$ cat src/sdstp_pkg.sv
/*
 Package for the short-data text packer: character widths, time stamp
 layout, field ranges and the record types shared by the packer files.
 Assumes a single 100 MHz clock domain.
*/
package sdstp_pkg;
   // Character set selection
   typedef enum logic [1:0] {
      SDSTP_CS_7BIT,
      SDSTP_CS_8BIT,
      SDSTP_CS_16BIT
   } sdstp_cs_t;

   localparam logic [4:0] SDSTP_W7 = 5'h07;
   localparam logic [4:0] SDSTP_W8 = 5'h08;
   localparam logic [4:0] SDSTP_W16 = 5'h10;

   // Default alphabet control codes
   localparam logic [6:0] SDSTP_CODE_LF = 7'h0A;
   localparam logic [6:0] SDSTP_CODE_CR = 7'h0D;

   // Time stamp field layout, transmission order first
   localparam int SDSTP_TS_BITS = 24;
   localparam logic [3:0] SDSTP_TS_RSV_DEFAULT = 4'h0;
   localparam logic [3:0] SDSTP_MONTH_MIN = 4'h1;
   localparam logic [3:0] SDSTP_MONTH_MAX = 4'hC;
   localparam logic [4:0] SDSTP_DAY_MIN = 5'h01;
   localparam logic [4:0] SDSTP_DAY_MAX = 5'h1F;
   localparam logic [4:0] SDSTP_HOUR_MAX = 5'h17;
   localparam logic [5:0] SDSTP_MIN_MAX = 6'h3B;

   // Display geometry
   localparam logic [5:0] SDSTP_COLS = 6'h14;
   localparam logic [3:0] SDSTP_ROWS = 4'h8;

   typedef struct packed {
      logic [3:0] rsv;
      logic [3:0] month;
      logic [4:0] day;
      logic [4:0] hour;
      logic [5:0] minute;
   } sdstp_ts_t;

   typedef struct packed {
      logic [3:0] row;
      logic [5:0] col;
      logic [6:0] code;
   } sdstp_disp_t;
endpackage

$ cat src/sdstp_top.sv
/*
 Short-data text packer: packs characters MSB first into a bit-exact user
 data field, unpacks a received field, builds the time stamp element and
 its present flag, and drives the presentation cursor.
 Assumes the MAC side takes one bit per cycle when ready, the text source
 and the parser hold their inputs stable while a request is outstanding.
*/
`timescale 1ns/10ps
// Contract
// - A 7-bit character runs b7 to b1; characters pack with no gap.
// - The first character's b7 goes out first at the top position n.
// - No padding to an octet edge; the length is counted in bits.
// - 8-bit and 16-bit characters pack the same way, MSB first.
// - A 7-bit code uses b7..b5 as column and b4..b1 as row, values 0-127.
// - Line feed puts later characters on the next line, first position.
// - Carriage return restarts the current line at the first position.
// - Displayed characters fill left to right then top to bottom.
// - Time stamp is reserved 4, month 4, day 5, hour 5, minute 6 bits.
// - The reserved time stamp field is sent as 0000.
// - Month 1-12, day 1-31, hour 0-23 and minute 0-59 are encoded.
// - A one-bit flag says whether a time stamp follows (1) or not (0).
module sdstp_top (
   // Clock and reset
   input wire logic ref_clk_i,
   input wire logic nrst_i,
   // Mode
   input wire sdstp_pkg::sdstp_cs_t cs_i,
   // Transmit character source
   input wire logic tx_vld_i,
   input wire logic [15:0] tx_char_i,
   output logic tx_rdy_o,
   // Transmit bit stream
   output logic tx_bit_vld_o,
   output logic tx_bit_o,
   input wire logic tx_bit_rdy_i,
   output logic [11:0] tx_len_o,
   input wire logic tx_len_clr_i,
   // Time stamp element
   input wire logic ts_req_i,
   input wire logic ts_use_i,
   input wire sdstp_pkg::sdstp_ts_t ts_i,
   output logic ts_flag_o,
   output logic [23:0] ts_field_o,
   output logic ts_err_o,
   // Receive bit stream
   input wire logic rx_bit_vld_i,
   input wire logic rx_bit_i,
   input wire logic rx_last_i,
   output logic rx_char_vld_o,
   output logic [15:0] rx_char_o,
   output logic [2:0] rx_col_o,
   output logic [3:0] rx_row_o,
   output logic [11:0] rx_count_o,
   output logic rx_done_o,
   // Presentation
   output logic put_vld_o,
   output sdstp_pkg::sdstp_disp_t put_o
);
   import sdstp_pkg::*;

   function automatic logic [4:0] cs_width(input sdstp_cs_t cs);
      case (cs)
         SDSTP_CS_7BIT: cs_width = SDSTP_W7;
         SDSTP_CS_8BIT: cs_width = SDSTP_W8;
         SDSTP_CS_16BIT: cs_width = SDSTP_W16;
         default: cs_width = SDSTP_W8;
      endcase
   endfunction

   logic [4:0] width;
   assign width = cs_width(cs_i);

   // Transmit shifter; the MAC stall holds the bit until taken
   logic [15:0] tsh_reg, tsh_next;
   logic [4:0] tcnt_reg, tcnt_next;
   logic tbusy_reg, tbusy_next;
   logic trdy_reg, trdy_next;
   logic tbit_reg, tbit_next;
   logic tbv_reg, tbv_next;
   logic [11:0] tlen_reg, tlen_next;

   always_comb begin
      tsh_next = tsh_reg;
      tcnt_next = tcnt_reg;
      tbusy_next = tbusy_reg;
      tbit_next = tbit_reg;
      tbv_next = tbv_reg;
      tlen_next = tx_len_clr_i ? 12'h000 : tlen_reg;
      if (tbv_reg && tx_bit_rdy_i) begin
         tbv_next = 1'b0;
         tlen_next = tlen_next + 12'h001;
      end
      if (!tbusy_reg && tx_vld_i && trdy_reg) begin
         // Left-justify so bit b7 (or the MSB) leaves first
         tsh_next = tx_char_i << (5'h10 - width);
         tcnt_next = width;
         tbusy_next = 1'b1;
      end else if (tbusy_reg && (!tbv_reg || tx_bit_rdy_i)) begin
         tbit_next = tsh_reg[15];
         tbv_next = 1'b1;
         tsh_next = {tsh_reg[14:0], 1'b0};
         tcnt_next = tcnt_reg - 5'h01;
         // No gap: next character may load right behind the last bit
         tbusy_next = (tcnt_reg != 5'h01);
      end
      trdy_next = !tbusy_next && !(!tbusy_reg && tx_vld_i && trdy_reg);
   end

   always_ff @(posedge ref_clk_i or negedge nrst_i) begin
      if (!nrst_i) begin
         tsh_reg <= 16'h0000;
         tcnt_reg <= 5'h00;
         tbusy_reg <= 1'b0;
         trdy_reg <= 1'b0;
         tbit_reg <= 1'b0;
         tbv_reg <= 1'b0;
         tlen_reg <= 12'h000;
      end else begin
         tsh_reg <= tsh_next;
         tcnt_reg <= tcnt_next;
         tbusy_reg <= tbusy_next;
         trdy_reg <= trdy_next;
         tbit_reg <= tbit_next;
         tbv_reg <= tbv_next;
         tlen_reg <= tlen_next;
      end
   end

   assign tx_rdy_o = trdy_reg;
   assign tx_bit_o = tbit_reg;
   assign tx_bit_vld_o = tbv_reg;
   assign tx_len_o = tlen_reg;

   // Time stamp element; out-of-range fields are flagged, not altered
   logic tsf_reg, tsf_next;
   logic [23:0] tsd_reg, tsd_next;
   logic tse_reg, tse_next;

   always_comb begin
      tsf_next = tsf_reg;
      tsd_next = tsd_reg;
      tse_next = tse_reg;
      if (ts_req_i) begin
         tsf_next = ts_use_i;
         tsd_next = ts_use_i ? {SDSTP_TS_RSV_DEFAULT, ts_i.month, ts_i.day,
            ts_i.hour, ts_i.minute} : 24'h000000;
         tse_next = ts_use_i && (ts_i.month < SDSTP_MONTH_MIN ||
            ts_i.month > SDSTP_MONTH_MAX || ts_i.day < SDSTP_DAY_MIN ||
            ts_i.day > SDSTP_DAY_MAX || ts_i.hour > SDSTP_HOUR_MAX ||
            ts_i.minute > SDSTP_MIN_MAX);
      end
   end

   always_ff @(posedge ref_clk_i or negedge nrst_i) begin
      if (!nrst_i) begin
         tsf_reg <= 1'b0;
         tsd_reg <= 24'h000000;
         tse_reg <= 1'b0;
      end else begin
         tsf_reg <= tsf_next;
         tsd_reg <= tsd_next;
         tse_reg <= tse_next;
      end
   end

   assign ts_flag_o = tsf_reg;
   assign ts_field_o = tsd_reg;
   assign ts_err_o = tse_reg;

   // Receive shifter; a partial character at the end is dropped
   logic [15:0] rsh_reg, rsh_next;
   logic [4:0] rcnt_reg, rcnt_next;
   logic rcv_reg, rcv_next;
   logic [15:0] rch_reg, rch_next;
   logic [11:0] rnum_reg, rnum_next;
   logic rdone_reg, rdone_next;
   logic [15:0] shifted;

   always_comb begin
      rsh_next = rsh_reg;
      rcnt_next = rcnt_reg;
      rcv_next = 1'b0;
      rch_next = rch_reg;
      rnum_next = rdone_reg ? 12'h000 : rnum_reg;
      rdone_next = 1'b0;
      shifted = {rsh_reg[14:0], rx_bit_i};
      if (rx_bit_vld_i) begin
         rsh_next = shifted;
         if (rcnt_reg + 5'h01 == width) begin
            rcv_next = 1'b1;
            rch_next = shifted & ~(16'hFFFF << width);
            rnum_next = rnum_next + 12'h001;
            rcnt_next = 5'h00;
         end else begin
            rcnt_next = rcnt_reg + 5'h01;
         end
         if (rx_last_i) begin
            rcnt_next = 5'h00;
            rdone_next = 1'b1;
         end
      end
   end

   always_ff @(posedge ref_clk_i or negedge nrst_i) begin
      if (!nrst_i) begin
         rsh_reg <= 16'h0000;
         rcnt_reg <= 5'h00;
         rcv_reg <= 1'b0;
         rch_reg <= 16'h0000;
         rnum_reg <= 12'h000;
         rdone_reg <= 1'b0;
      end else begin
         rsh_reg <= rsh_next;
         rcnt_reg <= rcnt_next;
         rcv_reg <= rcv_next;
         rch_reg <= rch_next;
         rnum_reg <= rnum_next;
         rdone_reg <= rdone_next;
      end
   end

   assign rx_char_vld_o = rcv_reg;
   assign rx_char_o = rch_reg;
   assign rx_col_o = rch_reg[6:4];
   assign rx_row_o = rch_reg[3:0];
   assign rx_count_o = rnum_reg;
   assign rx_done_o = rdone_reg;

   // Only the default alphabet has presentation control codes
   sdstp_disp u_disp (
      .ref_clk_i(ref_clk_i),
      .nrst_i(nrst_i),
      .code_vld_i(rcv_reg && cs_i == SDSTP_CS_7BIT),
      .code_i(rch_reg[6:0]),
      .put_vld_o(put_vld_o),
      .put_o(put_o)
   );

   msb_first_a: assert property (@(posedge ref_clk_i) disable iff (!nrst_i)
      !tbusy_reg && tx_vld_i && trdy_reg && cs_i == SDSTP_CS_7BIT
      ##1 (tbusy_reg && !tbv_reg) |=> tx_bit_o == $past(tx_char_i[6], 2))
      else $error("first bit is not b7");
   len_count_a: assert property (@(posedge ref_clk_i) disable iff (!nrst_i)
      tbv_reg && tx_bit_rdy_i && !tx_len_clr_i |=>
      tx_len_o == $past(tx_len_o) + 12'h001)
      else $error("bit length not counted");
   ts_rsv_zero_a: assert property (@(posedge ref_clk_i) disable iff (!nrst_i)
      ts_field_o[23:20] == SDSTP_TS_RSV_DEFAULT)
      else $error("reserved stamp bits set");
   ts_layout_a: assert property (@(posedge ref_clk_i) disable iff (!nrst_i)
      ts_req_i && ts_use_i |=> ts_field_o[5:0] == $past(ts_i.minute) &&
      ts_field_o[19:16] == $past(ts_i.month))
      else $error("stamp field order wrong");
   ts_flag_a: assert property (@(posedge ref_clk_i) disable iff (!nrst_i)
      ts_req_i |=> ts_flag_o == $past(ts_use_i))
      else $error("stamp flag wrong");
   ts_range_a: assert property (@(posedge ref_clk_i) disable iff (!nrst_i)
      ts_req_i && ts_use_i && ts_i.hour > SDSTP_HOUR_MAX |=> ts_err_o)
      else $error("hour range not flagged");
   rx_tail_a: assert property (@(posedge ref_clk_i) disable iff (!nrst_i)
      rx_bit_vld_i && rx_last_i && rcnt_reg + 5'h01 != width |=>
      !rx_char_vld_o) else $error("partial character emitted");
   rx_map_a: assert property (@(posedge ref_clk_i) disable iff (!nrst_i)
      rx_char_vld_o && cs_i == SDSTP_CS_7BIT |->
      {rx_col_o, rx_row_o} == rx_char_o[6:0])
      else $error("column row split wrong");
endmodule // sdstp_top

$ cat src/sdstp_disp.sv
/*
 Presentation cursor for 7-bit default-alphabet characters coming out of
 the unpacker. Assumes one code per strobe, synchronous to ref_clk_i.
*/
`timescale 1ns/10ps
module sdstp_disp (
   // Clock and reset
   input wire logic ref_clk_i,
   input wire logic nrst_i,
   // Incoming codes
   input wire logic code_vld_i,
   input wire logic [6:0] code_i,
   // Placement
   output logic put_vld_o,
   output sdstp_pkg::sdstp_disp_t put_o
);
   import sdstp_pkg::*;

   logic [3:0] row_reg, row_next;
   logic [5:0] col_reg, col_next;
   logic put_vld_reg, put_vld_next;
   sdstp_disp_t put_reg, put_next;

   always_comb begin
      row_next = row_reg;
      col_next = col_reg;
      put_vld_next = 1'b0;
      put_next = put_reg;
      if (code_vld_i) begin
         if (code_i == SDSTP_CODE_LF) begin
            row_next = (row_reg == SDSTP_ROWS - 4'h1) ? 4'h0 :
               row_reg + 4'h1;
            col_next = 6'h00;
         end else if (code_i == SDSTP_CODE_CR) begin
            col_next = 6'h00;
         end else begin
            put_vld_next = 1'b1;
            put_next = '{row: row_reg, col: col_reg, code: code_i};
            if (col_reg == SDSTP_COLS - 6'h01) begin
               col_next = 6'h00;
               row_next = (row_reg == SDSTP_ROWS - 4'h1) ? 4'h0 :
                  row_reg + 4'h1;
            end else begin
               col_next = col_reg + 6'h01;
            end
         end
      end
   end

   always_ff @(posedge ref_clk_i or negedge nrst_i) begin
      if (!nrst_i) begin
         row_reg <= 4'h0;
         col_reg <= 6'h00;
         put_vld_reg <= 1'b0;
         put_reg <= '0;
      end else begin
         row_reg <= row_next;
         col_reg <= col_next;
         put_vld_reg <= put_vld_next;
         put_reg <= put_next;
      end
   end

   assign put_vld_o = put_vld_reg;
   assign put_o = put_reg;

   lf_home_a: assert property (@(posedge ref_clk_i) disable iff (!nrst_i)
      code_vld_i && code_i == SDSTP_CODE_LF |=> col_reg == 6'h00 &&
      !put_vld_o) else $error("line feed did not home cursor");
   cr_keep_row_a: assert property (@(posedge ref_clk_i) disable iff (!nrst_i)
      code_vld_i && code_i == SDSTP_CODE_CR |=> col_reg == 6'h00 &&
      $stable(row_reg)) else $error("carriage return moved row");
   place_next_a: assert property (@(posedge ref_clk_i) disable iff (!nrst_i)
      code_vld_i && code_i != SDSTP_CODE_LF && code_i != SDSTP_CODE_CR
      |=> put_vld_o && put_o.col == $past(col_reg))
      else $error("character not placed at cursor");
endmodule // sdstp_disp

$ cat config.mk
export PLATFORM = sky130hd
export DESIGN_NAME = sdstp_top
export DESIGN_NICKNAME = d
export VERILOG_FILES = /design/src/sdstp_pkg.sv /design/src/sdstp_top.sv /design/src/sdstp_disp.sv
export SDC_FILE = /design/constraint.sdc
export NUM_CORES = 1
export LEC_CHECK = 0
export BUFFER_PORTS_ARGS = -buffer_cell sky130_fd_sc_hd__buf_2
export CAP_MARGIN = 20
export CORE_UTILIZATION = 30
export DETAILED_ROUTE_END_ITERATION = 12
export GPL_TIMING_DRIVEN = 1
export PLACE_DENSITY = 0.51
export SLEW_MARGIN = 20
export SYNTH_ARGS = -nofsm -noshare
export SYNTH_HDL_FRONTEND = slang
export SYNTH_HIERARCHICAL = 1
export SYNTH_SLANG_ARGS = --single-unit
$ cat constraint.sdc
create_clock -name ref_clk_i -period 2.7 [get_ports ref_clk_i]
set_clock_uncertainty 0.05 [all_clocks]
set_input_delay 0.27 -clock ref_clk_i [delete_from_list [all_inputs] [get_ports ref_clk_i]]
set_output_delay 0.27 -clock ref_clk_i [all_outputs]
set_load 0.01 [all_outputs]
==> impl_metrics.env, run 1 <==
export IMPL_dp_hpwl_mm=10.2
export IMPL_synth_avg_cell_area_um2=11.2
export IMPL_pin_count=148
export IMPL_critPathTopFamily="simple AND/OR/NAND/NOR gates"
export IMPL_cts_hold_buffers=1
export IMPL_io_buffer_count=139
export IMPL_cts_resized=0
export IMPL_syn_to_final_growth_pct=23.5
export IMPL_clkPwrFrac=0.353
export IMPL_overflow=0
export IMPL_ys_async_sr_fraction=1.00
export IMPL_start_util=0.306
export IMPL_largest_register_ffs=20
export IMPL_wl_per_cell_um=14.4
export IMPL_internal_power_uw=4480
export IMPL_synth_mux_area_fraction=0.123
export IMPL_cts_clk_slew_worst_paths_ns=0.06
export IMPL_fin_crit_sh=0.867
export IMPL_cts_tree="done"
export IMPL_grt_usage=0.138
export IMPL_core_area_mm2=0.0210
export IMPL_rsz0062_at_grt="false"
export IMPL_cts_setup_buffers=0
export IMPL_drv_cap=0
export IMPL_std_cell_rows=53
export IMPL_slew_violations=0
export IMPL_yosys_area_share_adder=0.0136
export IMPL_final_setup_tns_ns=0
export IMPL_cp_max_fo=19
export IMPL_synth_compound_area_share=0.0989
export IMPL_required_ns=2.95
export IMPL_cpMaxStageDelayCell="dfrtp_1"
export IMPL_synth_top_family_by_area="simple AND/OR/NAND/NOR gates"
export IMPL_grt_pass1_wl_mm=24.0
export IMPL_ir_drop_mv=0.405
export IMPL_diodes=0
export IMPL_crit_arrival_ns=2.59
export IMPL_routed_via_density=4.80
export IMPL_setup_viol=0
export IMPL_drtIter0Drc=180
export IMPL_drt_pass1_iter_count=4
export IMPL_yosys_area_share_simple=0.134
export IMPL_die_w_um=148
export IMPL_fin_nets=765
export IMPL_ys_dominant_reg_cell="dfrtp_1"
export IMPL_synth_cell_area_mm2=0.00643
export IMPL_worst_path_largest_cell_delay_ns=0.43
export IMPL_startpoint_type="register"
export IMPL_fin_hold_ws_ns=0.0429
export IMPL_yosysSeqAreaShare=0.533
export IMPL_power_leakage_uw=0.00388
export IMPL_ys_types=64
export IMPL_period_minus_slack_ns=2.34
export IMPL_grt_pass1_vias=4777
export IMPL_synthCells=573
export IMPL_routabilityCongestion=0.837
export IMPL_grt_max_degree=61
export IMPL_slew_headroom=0.574
export IMPL_synth_edff_count=0
export IMPL_comb_power_share=0.206
export IMPL_antenna_left=0
export IMPL_critPathKind="register to register"
export IMPL_remaining_drc_errors=0
export IMPL_ys_warn_count=6
export IMPL_final_cell_mix="buf_2, dfrtp_1, mux2_2"
export IMPL_fp_dieH_um=148
export IMPL_finalHoldViolations=0
export IMPL_endpoint_kind="register"
export IMPL_p_seq_frac=0.441
export IMPL_ys_ff_latch=137
export IMPL_cts_num_sinks=137
export IMPL_p_per_area_mw_per_mm2=806
export IMPL_antenna_found_initial=0
export IMPL_swShare=0.300
export IMPL_hold_path_class="primary input to register"
export IMPL_fmax_mhz=427
export IMPL_htree_levels=4
export IMPL_synthXorXnorAreaFrac=0.0426
export IMPL_worstSkewPairLatency_ns=0.41
export IMPL_worst_path_buf_inv=0
export IMPL_worstMarginPinSlew_ns=0.637
export IMPL_drt_total_wl_mm=14.3
export IMPL_vias=4770
export IMPL_cts_buffers=17
export IMPL_cts_root_buffer_cell="clkbuf_16"
export IMPL_cp_cell_sequence="ha_1 -> and3_2 -> xnor3_1 -> o211a_4 -> nand2_4 -> mux2_2"
export IMPL_drive_gt1_frac=0.332
export IMPL_clock_path_buffers=2
export IMPL_layout_commonest_cell="buf_2"
export IMPL_dieArea_mm2=0.0220
export IMPL_p_switching_uw=1920
export IMPL_status="completed"
==> Yosys cell counts, types with 13 or more instances <==
| master | instances | share of area |
|---|---|---|
| o21ai_0 | 37 | 0.029 |
| nor2_1 | 20 | 0.012 |
| buf_4 | 13 | 0.015 |
| inv_1 | 39 | 0.023 |
| xnor2_1 | 19 | 0.026 |
| clkbuf_1 | 19 | 0.011 |
| mux2i_1 | 21 | 0.033 |
| dfrtp_1 | 137 | 0.53 |
| a21oi_1 | 13 | 0.010 |
| nor2b_1 | 13 | 0.013 |
| nand2_1 | 23 | 0.013 |
| mux2_2 | 50 | 0.088 |
| nand3_1 | 46 | 0.036 |
==> final timing paths <==
path                       depth (start not counted)                to        startpoint  slack, ns
max                                                6      rx_char_o[5]       rcnt_reg[0]       0.36
min                                                3     ts_field_o[1]           ts_i[1]       0.04
max reg2reg                                        6      rx_char_o[5]       rcnt_reg[0]       0.36
min reg2reg                                        1  u_disp/put_o[12]  u_disp/put_o[12]       0.45
max in group asynchronous                          3     rx_count_o[4]            nrst_i       1.45
min in group asynchronous                          2        tsh_reg[5]            nrst_i       0.38
==> power by group through the flow <==
stage	sequential [µW]	clock, µW	combinational, µW
6_report	2820	2260	1320
4_1_cts	2830	2330	1340
5_1_grt	2900	2430	1470
3_5_place_dp	2870	0	1340
3_3_place_gp	2850	0	1300
2_1_floorplan	2830	0	867
==> routing by layer <==
metal,share of wire,vias to the layer above,global-route usage
met2,0.48,115,0.223
met3,0.056,21,0.0417
met4,0.016,0,0.0546
li1,-,2273,-
met1,0.45,2361,0.173
met5,0,-,0
==> stage by stage <==
| step | utilization | setup WS (ns) | instances | total power, µW | cell area (µm²) |
|---|---|---|---|---|---|
| 2_1_floorplan | - | 0.587 | 576 | 3700 | 6440 |
| 4_1_cts | 0.378 | 0.342 | 994 | 6510 | 7940 |
| 6_report | 0.378 | 0.359 | 994 | 6400 | 7940 |
| 3_3_place_gp | 0.350 | 0.416 | 961 | 4140 | 7350 |
| 3_5_place_dp | 0.350 | 0.351 | 961 | 4200 | 7350 |
| 5_1_grt | 0.378 | 0.217 | 994 | 6790 | 7940 |
==> worst min-delay path, delay by kind of cell <==
family,cells,cell delay (ns)
AND/OR/NAND/NOR,1,0.06
buffers and inverters,1,0.08
AO/OA/AOI/OAI,1,0.06
==> cells by family (layout without fill, tap and decap cells) <==
kind of cell               Yosys count  in the layout
buffers and inverters               76            219
DFF                                137            137
adders and majority gates            7              7
AOI/OAI and AO/OA                   96             96
other                                1              4
xor gates and xnor gates            28             28
muxes                               72             72
and+or+nand+nor                    156            156
==> cell type report <==
type                       count  area [µm²]
fill                        2099       13100
inverter                      39         146
multi-input combinational    363        2660
timing repair buffer         148         785
clock inverter                11         123
sequential                   137        3430
clock buffer                  21         450
tap                          275         344
No activity file was read; power rests on OpenSTA's default activity.
==> inputs of run 2 (changes only) <==
==> constraint.sdc (replaced) <==
create_clock -name ref_clk_i -period 2.8 [get_ports ref_clk_i]
set_clock_uncertainty 0.05 [all_clocks]
set_input_delay 0.28 -clock ref_clk_i [delete_from_list [all_inputs] [get_ports ref_clk_i]]
set_output_delay 0.28 -clock ref_clk_i [all_outputs]
set_load 0.01 [all_outputs]
==> run 2 against run 1 <==
Critical path depth did not move. Sequential share of layout area down 0.26 points. Hold slack better by 0.0042 ns. Sequential power shrank 4%. Cell count shrank 0.10%. Maximum frequency increased by 0.14%. Wire length up 0.17%.
==> impl_metrics.env, run 2 (synthesis gave the netlist of run 1 again) <==
export IMPL_power_leakage_uw=0.00391
export IMPL_std_cell_rows=53
export IMPL_dpl_cell_area_mm2=0.00735
export IMPL_required_ns=3.05
export IMPL_htree_levels=4
export IMPL_fin_crit_sh=0.835
export IMPL_drive_gt1_frac=0.336
export IMPL_top_usage_layer="met2"
export IMPL_worstSkewPairLatency_ns=0.42
export IMPL_antenna_found_initial=0
export IMPL_cp_max_fo=19
export IMPL_crit_arrival_ns=2.59
export IMPL_worst_path_largest_cell_delay_ns=0.44
export IMPL_diodes=0
export IMPL_fmax_mhz=428
export IMPL_cts_buffers=17
export IMPL_status="completed"
export IMPL_stdcell_area_mm2=0.00799
export IMPL_grt_max_degree=67
export IMPL_antenna_left=0
export IMPL_fin_nets=765
export IMPL_slew_violations=0
export IMPL_met1_usage=0.172
export IMPL_cp_cell_sequence="ha_1 -> and3_2 -> xnor3_1 -> o211a_4 -> nand2_4 -> mux2_2"
export IMPL_dp_hpwl_mm=10.0
export IMPL_drt_pass1_iter_count=4
export IMPL_critPathKind="register to register"
export IMPL_cts_tree="done"
export IMPL_grt_use_met3=0.0436
export IMPL_period_minus_slack_ns=2.34
export IMPL_hold_path_class="primary input to register"
export IMPL_cts_clk_slew_worst_paths_ns=0.06
export IMPL_fp_dieH_um=148
export IMPL_wl_per_cell_um=14.5
export IMPL_overflow=0
export IMPL_cts_root_buffer_cell="clkbuf_16"
export IMPL_rsz0062_at_grt="false"
export IMPL_setup_viol=0
export IMPL_io_buffer_count=139
export IMPL_routabilityCongestion=0.809
export IMPL_final_cell_mix="buf_2, dfrtp_1, mux2_2"
export IMPL_worstMarginPinSlew_ns=0.638
export IMPL_grt_usage=0.140
export IMPL_start_util=0.306
export IMPL_remaining_drc_errors=0
export IMPL_drv_cap=0
export IMPL_dp_cells=961
export IMPL_p_per_area_mw_per_mm2=797
export IMPL_final_setup_tns_ns=0
export IMPL_vias=4756
export IMPL_drtIter0Drc=275
export IMPL_grt_pass1_wl_mm=24.3
export IMPL_endpoint_kind="register"
export IMPL_ir_drop_mv=0.324
export IMPL_die_w_um=148
export IMPL_drt_total_wl_mm=14.4
export IMPL_core_area_mm2=0.0210
export IMPL_grt_util_met2=0.229
export IMPL_startpoint_type="register"
export IMPL_pin_count=148
export IMPL_routed_via_density=4.79
export IMPL_clock_path_buffers=2
export IMPL_largest_register_ffs=20
export IMPL_slew_headroom=0.575
export IMPL_cts_setup_buffers=0
export IMPL_cts_num_sinks=137
export IMPL_layout_commonest_cell="buf_2"
export IMPL_dieArea_mm2=0.0220
export IMPL_grt_pass1_vias=4844
export IMPL_finalHoldViolations=0
export IMPL_syn_to_final_growth_pct=24.2
export IMPL_cpMaxStageDelayCell="dfrtp_1"
export IMPL_instances_no_fill=993
-- run 2: cell count changes in the layout (fill, tap and decap cells not counted) --
cell,before,now
inv_6,1,3
bufinv_16,2,4
clkbuf_8,1,0
clkinv_2,3,2
clkinvlp_4,4,3
clkinv_4,1,2
clkbuf_1,3,0
-- run 2: final cells by class --
| type | count | area [µm²] |
|---|---|---|
| clock buffer | 17 | 425 |
| clock inverter | 14 | 196 |
| fill | 2054 | 13000 |
| inverter | 39 | 146 |
| multi-input combinational | 363 | 2660 |
| sequential | 137 | 3430 |
| tap | 275 | 344 |
| timing repair buffer | 148 | 785 |
-- run 2: path summary, 6_finish.rpt --
check,startpoint,endpoint,slack (ns),cells after the start
max,rcnt_reg[0],rx_char_o[3],0.46,6
min,ts_i[6],ts_field_o[6],0.05,3
max reg2reg,rcnt_reg[0],rx_char_o[3],0.46,6
min reg2reg,u_disp/put_o[13],u_disp/put_o[13],0.45,1
max in group asynchronous,nrst_i,rsh_reg[8],1.51,3
min in group asynchronous,nrst_i,tsh_reg[9],0.36,2
-- run 2: power by group --
group / internal (µW) / total [µW] / switching [µW]
Combinational: 610 / 1270 / 660
Clock: 1490 / 2370 / 881
Sequential: 2380 / 2720 / 347
Total: 4480 / 6370 / 1890
-- run 2: through the flow --
step           hold WS, ns  utilization  power, µW  worst slack, ns
3_5_place_dp         0.273        0.350       4040            0.459
4_1_cts             0.0277        0.380       6450            0.448
6_report            0.0471        0.380       6370            0.462
2_1_floorplan      -0.0656            -       3570            0.687
3_3_place_gp         0.264        0.350       4000            0.509
5_1_grt             0.0470        0.380       6730            0.287
-- run 2: worst max-delay path: cells and delay by family (launching register included) --
| kind | cells | cell delay (ns) |
|---|---|---|
| compound gates | 1 | 0.21 |
| xor+xnor | 1 | 0.40 |
| fa+ha+maj | 1 | 0.28 |
| flops | 1 | 0.44 |
| mux | 1 | 0.37 |
| simple gates | 2 | 0.46 |
-- run 2: routing by layer --
layer  vias to the layer above  routed length (µm)
li1                       2275                   -
met1                      2350                6500
met2                       120                6910
met3                        11                 795
met4                         0                 154
met5                         -                   0
-- run 2: what timing repair did --
action                                 in CTS  in global routing
hold buffers                                1                  0
resized for setup                           0                  0
endpoints found under the hold margin      64                  0
